===== config.mk =====
export PLATFORM = sky130hd
export DESIGN_NAME = ssrn_nodes
export DESIGN_NICKNAME = d
export VERILOG_FILES = /design/src/inc/ssrn_pkg.sv /design/src/rtl/ssrn_nodes.sv
export VERILOG_INCLUDE_DIRS = /design/src /design/src/inc
export SDC_FILE = /design/constraint.sdc
export NUM_CORES = 1
export LEC_CHECK = 0
export BUFFER_PORTS_ARGS = -buffer_cell sky130_fd_sc_hd__buf_2
export CORE_UTILIZATION = 50
export DETAILED_ROUTE_END_ITERATION = 8
export PLACE_DENSITY_LB_ADDON = 0.3
export REMOVE_ABC_BUFFERS = 1
export SETUP_SLACK_MARGIN = 0.15
export SLEW_MARGIN = 20
export SYNTH_ARGS = -nofsm -noshare
export SYNTH_HDL_FRONTEND = slang
export SYNTH_SLANG_ARGS = --single-unit
export TNS_END_PERCENT = 5

===== constraint.sdc =====
create_clock -name clk -period 7.85 [get_ports clk]
set_input_delay 1.1775 -clock clk [delete_from_list [all_inputs] [get_ports clk]]
set_output_delay 1.1775 -clock clk [all_outputs]
set_load 0.05 [all_outputs]

===== src/inc/ssrn_map.svh =====
// Register offsets, field positions and reset values of the soft request nodes
`ifndef SSRN_MAP_SVH
`define SSRN_MAP_SVH
`define SSRN_OFS_CTRL0 8'h00
`define SSRN_OFS_CTRL1 8'h04
`define SSRN_OFS_CTRL2 8'h08
`define SSRN_OFS_CTRL3 8'h0C
`define SSRN_OFS_CPU 8'h10
`define SSRN_OFS_IRQ_STAT 8'h14
`define SSRN_OFS_IRQ_MASK 8'h18
`define SSRN_OFS_ACK 8'h1C
`define SSRN_PRIO_HI 7
`define SSRN_PRIO_LO 0
`define SSRN_TOS_HI 11
`define SSRN_TOS_LO 10
`define SSRN_ENA_BIT 12
`define SSRN_PEND_BIT 13
`define SSRN_CLR_BIT 14
`define SSRN_SET_BIT 15
`define SSRN_GIE_BIT 8
`define SSRN_IDX_HI 3
`define SSRN_IDX_LO 2
`define SSRN_IRQ_HI 1
`define SSRN_IRQ_LO 0
`define SSRN_ZERO32 32'h0000_0000
`define SSRN_PRIO_MAX 8'hFF
`define SSRN_PRIO_ZERO 8'h00
`define SSRN_RESP_OKAY 2'h0
`define SSRN_RESP_SLVERR 2'h2
`endif


===== src/inc/ssrn_pkg.sv =====
// Types of the soft request node block
package ssrn_pkg;
  typedef logic [7:0] ssrn_prio_t;
  typedef logic [1:0] ssrn_tos_t;
  typedef enum logic [1:0] {
    SSRN_W_IDLE = 2'b00,
    SSRN_W_RESP = 2'b01
  } ssrn_wstate_t;
  typedef enum logic [1:0] {
    SSRN_R_IDLE = 2'b00,
    SSRN_R_RESP = 2'b01
  } ssrn_rstate_t;
endpackage : ssrn_pkg


===== src/rtl/ssrn_nodes.sv =====
// Four software request nodes with priority arbitration and AXI4-Lite slave
//
// Our own choices: the AXI4-Lite interface to the registers and the address map.
`timescale 1ns/10ps
`include "ssrn_map.svh"

module ssrn_nodes #(
  parameter int NODES = 4
) (
  input wire logic clk,
  input wire logic resetn,
  input wire logic ce,
  input wire logic [7:0] s_axi_awaddr,
  input wire logic s_axi_awvalid,
  output logic s_axi_awready,
  input wire logic [31:0] s_axi_wdata,
  input wire logic [3:0] s_axi_wstrb,
  input wire logic s_axi_wvalid,
  output logic s_axi_wready,
  output logic [1:0] s_axi_bresp,
  output logic s_axi_bvalid,
  input wire logic s_axi_bready,
  input wire logic [7:0] s_axi_araddr,
  input wire logic s_axi_arvalid,
  output logic s_axi_arready,
  output logic [31:0] s_axi_rdata,
  output logic [1:0] s_axi_rresp,
  output logic s_axi_rvalid,
  input wire logic s_axi_rready,
  input wire logic take_ack,
  input wire logic rfe_pulse,
  output ssrn_pkg::ssrn_prio_t take_prio,
  output logic take_req,
  output ssrn_pkg::ssrn_tos_t take_tos,
  output logic [1:0] take_node,
  output logic irq
);
  import ssrn_pkg::*;

  // ==========================================================
  // Storage
  ssrn_prio_t prio_reg [NODES];
  ssrn_prio_t prio_next [NODES];
  ssrn_tos_t tos_reg [NODES];
  ssrn_tos_t tos_next [NODES];
  logic [NODES-1:0] ena_reg, ena_next, pend_reg, pend_next;
  ssrn_prio_t cpu_prio_reg, cpu_prio_next, saved_prio_reg, saved_prio_next;
  logic gie_reg, gie_next, saved_gie_reg, saved_gie_next;
  logic [1:0] stat_reg, stat_next, mask_reg, mask_next;
  ssrn_wstate_t wst_reg, wst_next;
  ssrn_rstate_t rst_reg, rst_next;
  logic [7:0] awaddr_reg, awaddr_next;
  logic aw_have_reg, aw_have_next, w_have_reg, w_have_next;
  logic [31:0] wdata_reg, wdata_next, rdata_reg, rdata_next;
  logic [3:0] wstrb_reg, wstrb_next;
  logic [1:0] bresp_reg, bresp_next, rresp_reg, rresp_next;
  logic take_req_reg, take_req_next, irq_reg, irq_next;
  ssrn_prio_t take_prio_reg, take_prio_next;
  ssrn_tos_t take_tos_reg, take_tos_next;
  logic [1:0] take_node_reg, take_node_next;

  // ==========================================================
  // Decode helpers
  function automatic logic is_node(input logic [7:0] a);
    is_node = (a == `SSRN_OFS_CTRL0) || (a == `SSRN_OFS_CTRL1) ||
              (a == `SSRN_OFS_CTRL2) || (a == `SSRN_OFS_CTRL3);
  endfunction : is_node

  function automatic logic is_mapped(input logic [7:0] a);
    is_mapped = is_node(a) || (a == `SSRN_OFS_CPU) || (a == `SSRN_OFS_IRQ_STAT) ||
                (a == `SSRN_OFS_IRQ_MASK) || (a == `SSRN_OFS_ACK);
  endfunction : is_mapped

  // ==========================================================
  // Write channel and register update
  logic do_write;
  logic [1:0] widx;
  logic wfull;
  logic [NODES-1:0] acked;

  always_comb begin
    wst_next = wst_reg;
    aw_have_next = aw_have_reg;
    w_have_next = w_have_reg;
    awaddr_next = awaddr_reg;
    wdata_next = wdata_reg;
    wstrb_next = wstrb_reg;
    bresp_next = bresp_reg;
    do_write = 1'b0;
    case (wst_reg)
      SSRN_W_IDLE: begin
        if (s_axi_awvalid && !aw_have_reg) begin
          aw_have_next = 1'b1;
          awaddr_next = s_axi_awaddr;
        end
        if (s_axi_wvalid && !w_have_reg) begin
          w_have_next = 1'b1;
          wdata_next = s_axi_wdata;
          wstrb_next = s_axi_wstrb;
        end
        if (aw_have_reg && w_have_reg) begin
          do_write = 1'b1;
          aw_have_next = 1'b0;
          w_have_next = 1'b0;
          bresp_next = (is_mapped(awaddr_reg) && (&wstrb_reg)) ?
                       `SSRN_RESP_OKAY : `SSRN_RESP_SLVERR;
          wst_next = SSRN_W_RESP;
        end
      end
      SSRN_W_RESP: begin
        if (s_axi_bready) begin
          wst_next = SSRN_W_IDLE;
        end
      end
      default: begin
        wst_next = SSRN_W_IDLE;
      end
    endcase
  end

  assign wfull = do_write && (&wstrb_reg);
  assign widx = awaddr_reg[`SSRN_IDX_HI:`SSRN_IDX_LO];

  always_comb begin
    acked = '0;
    if (take_ack && take_req_reg) begin
      acked[take_node_reg] = 1'b1;
    end
  end

  genvar gi;
  generate
    for (gi = 0; gi < NODES; gi++) begin : g_node
      logic hit;
      assign hit = wfull && is_node(awaddr_reg) && (widx == 2'(gi));
      always_comb begin
        prio_next[gi] = prio_reg[gi];
        tos_next[gi] = tos_reg[gi];
        ena_next[gi] = ena_reg[gi];
        pend_next[gi] = pend_reg[gi];
        if (acked[gi]) begin
          pend_next[gi] = 1'b0;
        end
        if (hit) begin
          prio_next[gi] = wdata_reg[`SSRN_PRIO_HI:`SSRN_PRIO_LO];
          tos_next[gi] = wdata_reg[`SSRN_TOS_HI:`SSRN_TOS_LO];
          ena_next[gi] = wdata_reg[`SSRN_ENA_BIT];
          if (wdata_reg[`SSRN_CLR_BIT] && !wdata_reg[`SSRN_SET_BIT]) begin
            pend_next[gi] = 1'b0;
          end
          // only a write sets, from any master
          if (wdata_reg[`SSRN_SET_BIT]) begin
            pend_next[gi] = 1'b1;
          end
        end
      end
    end
  endgenerate

  // CPU priority state, return restore
  always_comb begin
    cpu_prio_next = cpu_prio_reg;
    gie_next = gie_reg;
    saved_prio_next = saved_prio_reg;
    saved_gie_next = saved_gie_reg;
    mask_next = mask_reg;
    stat_next = stat_reg;
    if (take_ack && take_req_reg) begin
      saved_prio_next = cpu_prio_reg;
      saved_gie_next = gie_reg;
      cpu_prio_next = take_prio_reg;
      gie_next = 1'b0;
      stat_next[0] = 1'b1;
    end else if (rfe_pulse) begin
      cpu_prio_next = saved_prio_reg;
      gie_next = saved_gie_reg;
      stat_next[1] = 1'b1;
    end
    if (wfull) begin
      if (awaddr_reg == `SSRN_OFS_CPU) begin
        cpu_prio_next = wdata_reg[`SSRN_PRIO_HI:`SSRN_PRIO_LO];
        gie_next = wdata_reg[`SSRN_GIE_BIT];
      end
      if (awaddr_reg == `SSRN_OFS_IRQ_MASK) begin
        mask_next = wdata_reg[`SSRN_IRQ_HI:`SSRN_IRQ_LO];
      end
      if (awaddr_reg == `SSRN_OFS_IRQ_STAT) begin
        stat_next = stat_reg & ~wdata_reg[`SSRN_IRQ_HI:`SSRN_IRQ_LO];
        if (take_ack && take_req_reg) begin
          stat_next[0] = 1'b1;
        end else if (rfe_pulse) begin
          stat_next[1] = 1'b1;
        end
      end
    end
    irq_next = |(stat_next & mask_next);
  end

  // ==========================================================
  // Arbitration
  // no origin kept, enable and pending
  always_comb begin
    take_prio_next = `SSRN_PRIO_ZERO;
    take_tos_next = '0;
    take_node_next = '0;
    for (int i = 0; i < NODES; i++) begin
      if (ena_next[i] && pend_next[i] && (prio_next[i] > take_prio_next)) begin
        take_prio_next = prio_next[i];
        take_tos_next = tos_next[i];
        take_node_next = i[1:0];
      end
    end
    // strictly greater, 255 blocks, zero idle
    take_req_next = gie_next && (cpu_prio_next != `SSRN_PRIO_MAX) &&
                    (take_prio_next > cpu_prio_next);
  end

  // ==========================================================
  // Read channel
  logic [31:0] rd_word;
  always_comb begin
    rd_word = `SSRN_ZERO32;
    if (is_node(s_axi_araddr)) begin
      rd_word[`SSRN_PRIO_HI:`SSRN_PRIO_LO] = prio_reg[s_axi_araddr[`SSRN_IDX_HI:`SSRN_IDX_LO]];
      rd_word[`SSRN_TOS_HI:`SSRN_TOS_LO] = tos_reg[s_axi_araddr[`SSRN_IDX_HI:`SSRN_IDX_LO]];
      rd_word[`SSRN_ENA_BIT] = ena_reg[s_axi_araddr[`SSRN_IDX_HI:`SSRN_IDX_LO]];
      rd_word[`SSRN_PEND_BIT] = pend_reg[s_axi_araddr[`SSRN_IDX_HI:`SSRN_IDX_LO]];
    end else if (s_axi_araddr == `SSRN_OFS_CPU) begin
      rd_word[`SSRN_PRIO_HI:`SSRN_PRIO_LO] = cpu_prio_reg;
      rd_word[`SSRN_GIE_BIT] = gie_reg;
    end else if (s_axi_araddr == `SSRN_OFS_IRQ_STAT) begin
      rd_word[`SSRN_IRQ_HI:`SSRN_IRQ_LO] = stat_reg;
    end else if (s_axi_araddr == `SSRN_OFS_IRQ_MASK) begin
      rd_word[`SSRN_IRQ_HI:`SSRN_IRQ_LO] = mask_reg;
    end
    rst_next = rst_reg;
    rdata_next = rdata_reg;
    rresp_next = rresp_reg;
    case (rst_reg)
      SSRN_R_IDLE: begin
        if (s_axi_arvalid) begin
          rdata_next = rd_word;
          rresp_next = is_mapped(s_axi_araddr) ? `SSRN_RESP_OKAY : `SSRN_RESP_SLVERR;
          rst_next = SSRN_R_RESP;
        end
      end
      SSRN_R_RESP: begin
        if (s_axi_rready) begin
          rst_next = SSRN_R_IDLE;
        end
      end
      default: begin
        rst_next = SSRN_R_IDLE;
      end
    endcase
  end

  // ==========================================================
  // Registers
  always_ff @(posedge clk) begin
    if (!resetn) begin
      for (int i = 0; i < NODES; i++) begin
        prio_reg[i] <= `SSRN_PRIO_ZERO;
        tos_reg[i] <= '0;
      end
      ena_reg <= '0;
      pend_reg <= '0;
      cpu_prio_reg <= `SSRN_PRIO_ZERO;
      saved_prio_reg <= `SSRN_PRIO_ZERO;
      gie_reg <= 1'b0;
      saved_gie_reg <= 1'b0;
      stat_reg <= '0;
      mask_reg <= '0;
      wst_reg <= SSRN_W_IDLE;
      rst_reg <= SSRN_R_IDLE;
      awaddr_reg <= '0;
      aw_have_reg <= 1'b0;
      w_have_reg <= 1'b0;
      wdata_reg <= `SSRN_ZERO32;
      wstrb_reg <= '0;
      rdata_reg <= `SSRN_ZERO32;
      bresp_reg <= `SSRN_RESP_OKAY;
      rresp_reg <= `SSRN_RESP_OKAY;
      take_req_reg <= 1'b0;
      take_prio_reg <= `SSRN_PRIO_ZERO;
      take_tos_reg <= '0;
      take_node_reg <= '0;
      irq_reg <= 1'b0;
    end else if (ce) begin
      prio_reg <= prio_next;
      tos_reg <= tos_next;
      ena_reg <= ena_next;
      pend_reg <= pend_next;
      cpu_prio_reg <= cpu_prio_next;
      saved_prio_reg <= saved_prio_next;
      gie_reg <= gie_next;
      saved_gie_reg <= saved_gie_next;
      stat_reg <= stat_next;
      mask_reg <= mask_next;
      wst_reg <= wst_next;
      rst_reg <= rst_next;
      awaddr_reg <= awaddr_next;
      aw_have_reg <= aw_have_next;
      w_have_reg <= w_have_next;
      wdata_reg <= wdata_next;
      wstrb_reg <= wstrb_next;
      rdata_reg <= rdata_next;
      bresp_reg <= bresp_next;
      rresp_reg <= rresp_next;
      take_req_reg <= take_req_next;
      take_prio_reg <= take_prio_next;
      take_tos_reg <= take_tos_next;
      take_node_reg <= take_node_next;
      irq_reg <= irq_next;
    end
  end

  assign s_axi_awready = !aw_have_reg && (wst_reg == SSRN_W_IDLE);
  assign s_axi_wready = !w_have_reg && (wst_reg == SSRN_W_IDLE);
  assign s_axi_bvalid = (wst_reg == SSRN_W_RESP);
  assign s_axi_bresp = bresp_reg;
  assign s_axi_arready = (rst_reg == SSRN_R_IDLE);
  assign s_axi_rvalid = (rst_reg == SSRN_R_RESP);
  assign s_axi_rdata = rdata_reg;
  assign s_axi_rresp = rresp_reg;
  assign take_req = take_req_reg;
  assign take_prio = take_prio_reg;
  assign take_tos = take_tos_reg;
  assign take_node = take_node_reg;
  assign irq = irq_reg;
endmodule : ssrn_nodes


==> results_dict.tcl, run 1 <==
set metrics [dict create \
    status "finished, final reports clean" \
    fin_crit_sh_pct 99.51 \
    max_freq_mhz 128.0 \
    dieArea_mm2 0.01548 \
    regArea_mm2 0.002586 \
    clock_latency_ns 0.43 \
    synth_top_flop_cell "dfxtp_1" \
    maxSlewViolCount 0 \
    first_pass_iters 6 \
    drive_gt1_share_pct 28.98 \
    largest_reg_flops 32 \
    ys_seq_area_share_pct 34.46 \
    p_total_uw 1758 \
    cp_data_required_time_ns 8.13 \
    cts_tree "done" \
    tightest_slew_ns 0.9980 \
    multi_input_area_mm2 0.004887 \
    track_usage_pct 27.61 \
    cts_sinks 129 \
    gr-total-overflow 0 \
    viasPerCell 5.840 \
    grt_max_degree 76 \
    startpoint_type "input port" \
    postCtsHoldBufs 0 \
    slew_headroom_pct 33.10 \
    reg2reg_from "wst_reg[0]" \
    drt_wl_total_um 21880 \
    grt_pass1_vias 6744 \
    powerDensity_mw_per_mm2 182.6 \
    hold_path.class "reg2reg" \
    p_leak_uw 0.004053 \
    placed_cell_area_mm2 0.008412 \
    ctsHtreeMaxLevel 4 \
    place_congestion 0.8926 \
    ys_warn_count 0 \
    initial_utilization_pct 51.36 \
    synth-edff-count 0 \
    row_count 44 \
    coreArea_mm2 0.01459 \
    fin_util_pct 66.02 \
    synthArstFlopShare_pct 0 \
    min_period_ns 7.812 \
    endpoint_kind "flip-flop" \
    slowest_delay_ns 0.35 \
    cts_buffer_depth 2 \
    cp_max_fo 7 \
    grt_pass1_wl_um 34190 \
    hp-start "s_axi_rdata[7]" \
    hold_slack_ns 0.4448 \
    setup_ws_ns 0.03824 \
    drc 0 \
    fill_cells 1176 \
    rsz0062_at_grt "true" \
    dp_slack_ns -0.7332 \
    diodes 0 \
    fin_area_mm2 0.009632 \
    ant_nets 0 \
    cts_buffers 17 \
    die_h_um 124.4 \
    num_vias 7382 \
    finalSetupViolCount 0 \
    critPathMostFrequentCell "a21oi_2" \
    dp_hpwl_um 14710 \
    ys_top_cells_by_area "dfxtp_1 34%, nand2_1 8.8%, a21oi_1 6.7%, mux2i_1 6.1%, ha_1 5.0%" \
    critical_path.startpoint "take_ack" \
    critPathArrivalTime_ns 8.09 \
    syn_area_mm2 0.007493 \
    die_width_um 124.4 \
    worstSetupPathType "in2reg" \
    ir_worst_vdd_mv 0.1497 \
    yosys_register_bits 129 \
    antenna_found_initial 0 \
    port_buffers 77 \
    ioPinCount 117 \
    cts_root_buf "clkbuf_16" \
    routedWlPerCell_um 17.31 \
    area_growth_pct 28.54 \
    synth_top_area_share_pct 34.46 \
    fin_nets 1159 \
    clkTransAtPathRegs_ns 0.06 \
    hold_violations 0 \
    ys_types 65 \
    crit_slowest_cell "mux2_4" \
    maxCapViolCount 0 \
    skew_ns 0.007037 \
    synth.largest_area_cell "dfxtp_1" \
    drt_iter0_markers 748 \
    synth_cells 939 \
    avgSynthCellArea_um2 7.980 \
]
path summary, 6_finish.rpt:
kind,end,slack [ns],cells after the start
setup / recovery,take_req,0.04,45
hold / removal,s_axi_rdata[7],0.44,2
setup reg to reg,take_req,0.06,44
hold reg to reg,s_axi_rdata[7],0.44,2
cell usage in the layout (no fill, tap or decap), drive strengths merged, types with 2 or more instances in the layout:
master      n
a21o       10
buf       178
nor3       15
mux4       12
inv        28
nand4b      2
bufinv      2
o21ai      43
o21ba       6
mux2       16
mux2i      48
or3b        2
nor4       11
a22oi       2
a21oi     101
nor2b       5
nor2       88
o211ai      9
dfxtp     129
or4b        2
a221oi      2
and3        3
and2        4
nand4       7
clkinv      6
a31oi       8
conb       21
nand3      25
clkinvlp    3
or4         2
nand2b      3
o21a        3
ha         30
a211oi     34
clkbuf     19
o221ai      2
a32oi       6
nand2     178
area by class of cell:
type                    count  share of cell area (%)
clock buffers              19                   4.599
clock inverters            13                   1.611
inverters                  26                   1.026
multi-input cells         715                   50.74
flip-flops and latches    129                   26.85
well taps                 184                   2.390
repair buffers            178                   12.78
worst max-delay path: cells and delay by family:
kind	cells	cell delay, ns
simple gates	11	1.04
buf+inv	6	0.73
compound gates	19	2.71
mux	5	1.35
fa+ha+maj	4	1.05
metrics by stage:
| stage | TNS [ns] | std cells |
|---|---|---|
| CTS | 0 | 1256 |
| global route | -0.3289 | 1264 |
| floorplan | -1.069 | 870 |
| detailed placement | -0.7332 | 1215 |
| finish | 0 | 1264 |
| global placement | -0.6469 | 1215 |
kinds of logic after synthesis:
group	after synthesis	share of synthesized area (%)
mux	76	12.67
fa+ha+maj	30	5.009
simple gates	354	21.21
other cells	1	0.05004
flops	129	34.46
buf+inv	115	6.963
compound gates	234	19.64
synth_stat cells (21+ instances only):
library cell and instances:
nand2_1 176, dfxtp_1 129, a21oi_1 101, nor2_1 88, clkbuf_1 58, mux2i_1 46
o21ai_0 38, a211oi_1 33, ha_1 30, nand3_1 25, inv_1 24, buf_4 21
routing by layer:
| layer | GRT usage, % | vias up | part of all wire (%) |
|---|---|---|---|
| li1 | - | 3539 | - |
| met1 | 36.44 | 3512 | 43 |
| met2 | 45.66 | 296 | 48 |
| met3 | 5.670 | 35 | 6.8 |
| met4 | 7.371 | 0 | 1.5 |
| met5 | 0 | - | 0 |
where the power goes:
group / internal (uW) / total [uW] / switching (uW)
logic: 95.5 / 264 / 169
registers: 679 / 699 / 19.3
clock network: 481 / 796 / 314
repair_timing:
item	CTS	global route
setup buffers	8	8
gates cloned	1	0
pin swaps	27	49
setup endpoints to repair	1	1
gates resized for setup	46	49
(Power assumes the default switching activity.)
==> run 2: changes to the inputs <==
Settings changed: CELL_PAD_IN_SITES_DETAIL_PLACEMENT set to 1, CELL_PAD_IN_SITES_GLOBAL_PLACEMENT set to 1, CORE_ASPECT_RATIO set to 1.75, CORE_UTILIZATION 50 to 38.
==> run 2 against run 1 <==
The run now ends with setup timing left. Cell area increased by 4.3%. Sequential cell count unchanged. Via count rose by 5.7%. Sequential share of layout area shrank 1.1 points. Global-route usage increased by 0.14 points. Critical path depth decreased by 1. Total power is 9.3% higher. Fmax decreased by 6.4%. Combinational power is 10% higher. Die area rose by 31%. Critical path type unchanged.
==> results_dict.tcl, run 2 (synthesis results as in run 1) <==
set metrics [dict create \
    status "complete, but fails checks" \
    violations "setup timing" \
    cts_root_buf "clkbuf_16" \
    cts_sinks 129 \
    initial_utilization_pct 39.03 \
    drc 0 \
    p_total_uw 1923 \
    sequentialPowerShare_pct 36.4 \
    clkTransAtPathRegs_ns 0.06 \
    cts_tree "done" \
    drt_iter0_markers 426 \
    largest_reg_flops 32 \
    powerDensity_mw_per_mm2 191.4 \
    r2r_slack_ns -0.46 \
    cts_buffers 17 \
    min_period_ns 8.343 \
    viasPerCell 5.776 \
    num_vias 7803 \
    die_width_um 108.2 \
    setup_ws_ns -0.4934 \
    first_pass_iters 5 \
    p_sw_uw 517.8 \
    worstSetupPathType "in2reg" \
    hold_violations 0 \
    startpoint_type "input port" \
    finalSetupViolCount 1 \
    endpoint_kind "flip-flop" \
    fin_nets 1189 \
    antenna_found_initial 0 \
    final_cell_mix "172 x nand2_1, 129 x dfxtp_1, 118 x buf_4" \
    top_usage_layer "met2" \
    track_usage_pct 27.75 \
    maxSlewViolCount 0 \
    gr-total-overflow 0 \
    clock_latency_ns 0.43 \
    ctsHtreeMaxLevel 4 \
    cp_data_required_time_ns 8.13 \
    drive_gt1_share_pct 31.17 \
    routedWlPerCell_um 21.53 \
    row_count 67 \
    grt_pass1_wl_um 42760 \
    crit_slowest_cell "o32a_1" \
    final_common_cell "nand2_1" \
    dieArea_mm2 0.02031 \
    dp_hpwl_um 18310 \
    combinationalPowerShare_pct 15.1 \
    tns_ns -0.4934 \
    maxCapViolCount 0 \
    diodes 0 \
    placed_cells 1290 \
    use_met2_pct 50.98 \
    die_h_um 187.8 \
    fill_cells 2296 \
    max_freq_mhz 119.9 \
    ant_nets 0 \
    fin_crit_sh_pct 106.3 \
    ioPinCount 117 \
    switching_share_pct 26.93 \
    rsz0062_at_grt "true" \
    ir_worst_vdd_mv 0.1152 \
    hold_path.class "reg2reg" \
    place_congestion 0.8514 \
    critPathArrivalTime_ns 8.63 \
    fin_cells 1351 \
    area_growth_pct 34.05 \
    cp_max_fo 7 \
    met1_usage_pct 28.65 \
    tightest_slew_ns 0.8796 \
    port_buffers 77 \
    grt_use_met3_pct 4.484 \
    grt_pass1_vias 8075 \
    postCtsHoldBufs 0 \
    p_leak_uw 0.004237 \
    slowest_delay_ns 0.35 \
    grt_max_degree 73 \
    cts_buffer_depth 2 \
    drt_wl_total_um 29090 \
    internal-power_uw 1405 \
    slew_headroom_pct 41.20 \
    pwr-share-clk_pct 48.4 \
    coreArea_mm2 0.01920 \
    skew_ns 0.01027 \
]
run 2: cell count changes in the layout (fill, tap and decap cells not counted), sizes merged:
cell      before  now
buf          178  208
bufinv         2    6
clkbuf        19   23
clkinv         6    3
inv           28   25
clkinvlp       3    1
run 2: power groups by stage:
stage	registers (uW)	logic, uW	clock network (uW)
2_1_floorplan	726	134	0
3_3_place_gp	710	243	0
3_5_place_dp	712	248	0
4_1_cts	698	267	933
5_1_grt	702	311	966
6_report	700	291	931
run 2: what timing repair did:
item,4_1_cts,5_1_grt
setup endpoints to repair,1,6
pin swaps,36,34
gates resized for setup,65,35
setup buffers,16,12
cloned,1,0
run 2: cell type report:
type / instances / area, um2 / area share [%]
Multi-Input combinational cell: 715 / 4923 / 49.02
Sequential cell: 129 / 2582 / 25.71
Timing Repair Buffer: 208 / 1459 / 14.52
Clock buffer: 23 / 478.0 / 4.758
Tap cell: 241 / 301.5 / 3.002
Clock inverter: 9 / 201.4 / 2.005
Inverter: 26 / 98.84 / 0.9841
run 2: stage by stage:
step | setup slack [ns] | hold slack, ns | instance area, um2 | util (%)
after global placement | -0.8259 | 0.4369 | 8612 | 44.86
after detailed placement | -0.9847 | 0.4433 | 8612 | 44.86
final | -0.4934 | 0.4465 | 10040 | 52.32
after floorplan | -1.069 | 0.4310 | 7144 | -
after CTS | -0.2036 | 0.4516 | 9709 | 50.58
after global routing | -0.7768 | 0.4688 | 10040 | 52.32
run 2: layer usage:
layer | vias to the layer above | routed length (um)
met2 | 260 | 15720
met4 | 0 | 1536
met3 | 89 | 1114
li1 | 3592 | -
met5 | - | 0
met1 | 3862 | 10730
run 2: path summary, 6_finish.rpt:
| kind | startpoint | end | cells after the start |
|---|---|---|---|
| max | take_ack | take_req | 44 |
| min | s_axi_rdata[5] | s_axi_rdata[5] | 2 |
| max reg2reg | awaddr_reg[0] | take_req | 49 |
| min reg2reg | s_axi_rdata[5] | s_axi_rdata[5] | 2 |
run 2: critical path: cells and delay by family:
kind	cells	cell delay, ns
adder cells (fa/ha/maj)	4	0.98
AO/OA/AOI/OAI	17	2.82
AND/OR/NAND/NOR	13	1.58
buffers and inverters	6	0.88
multiplexers	4	1.14
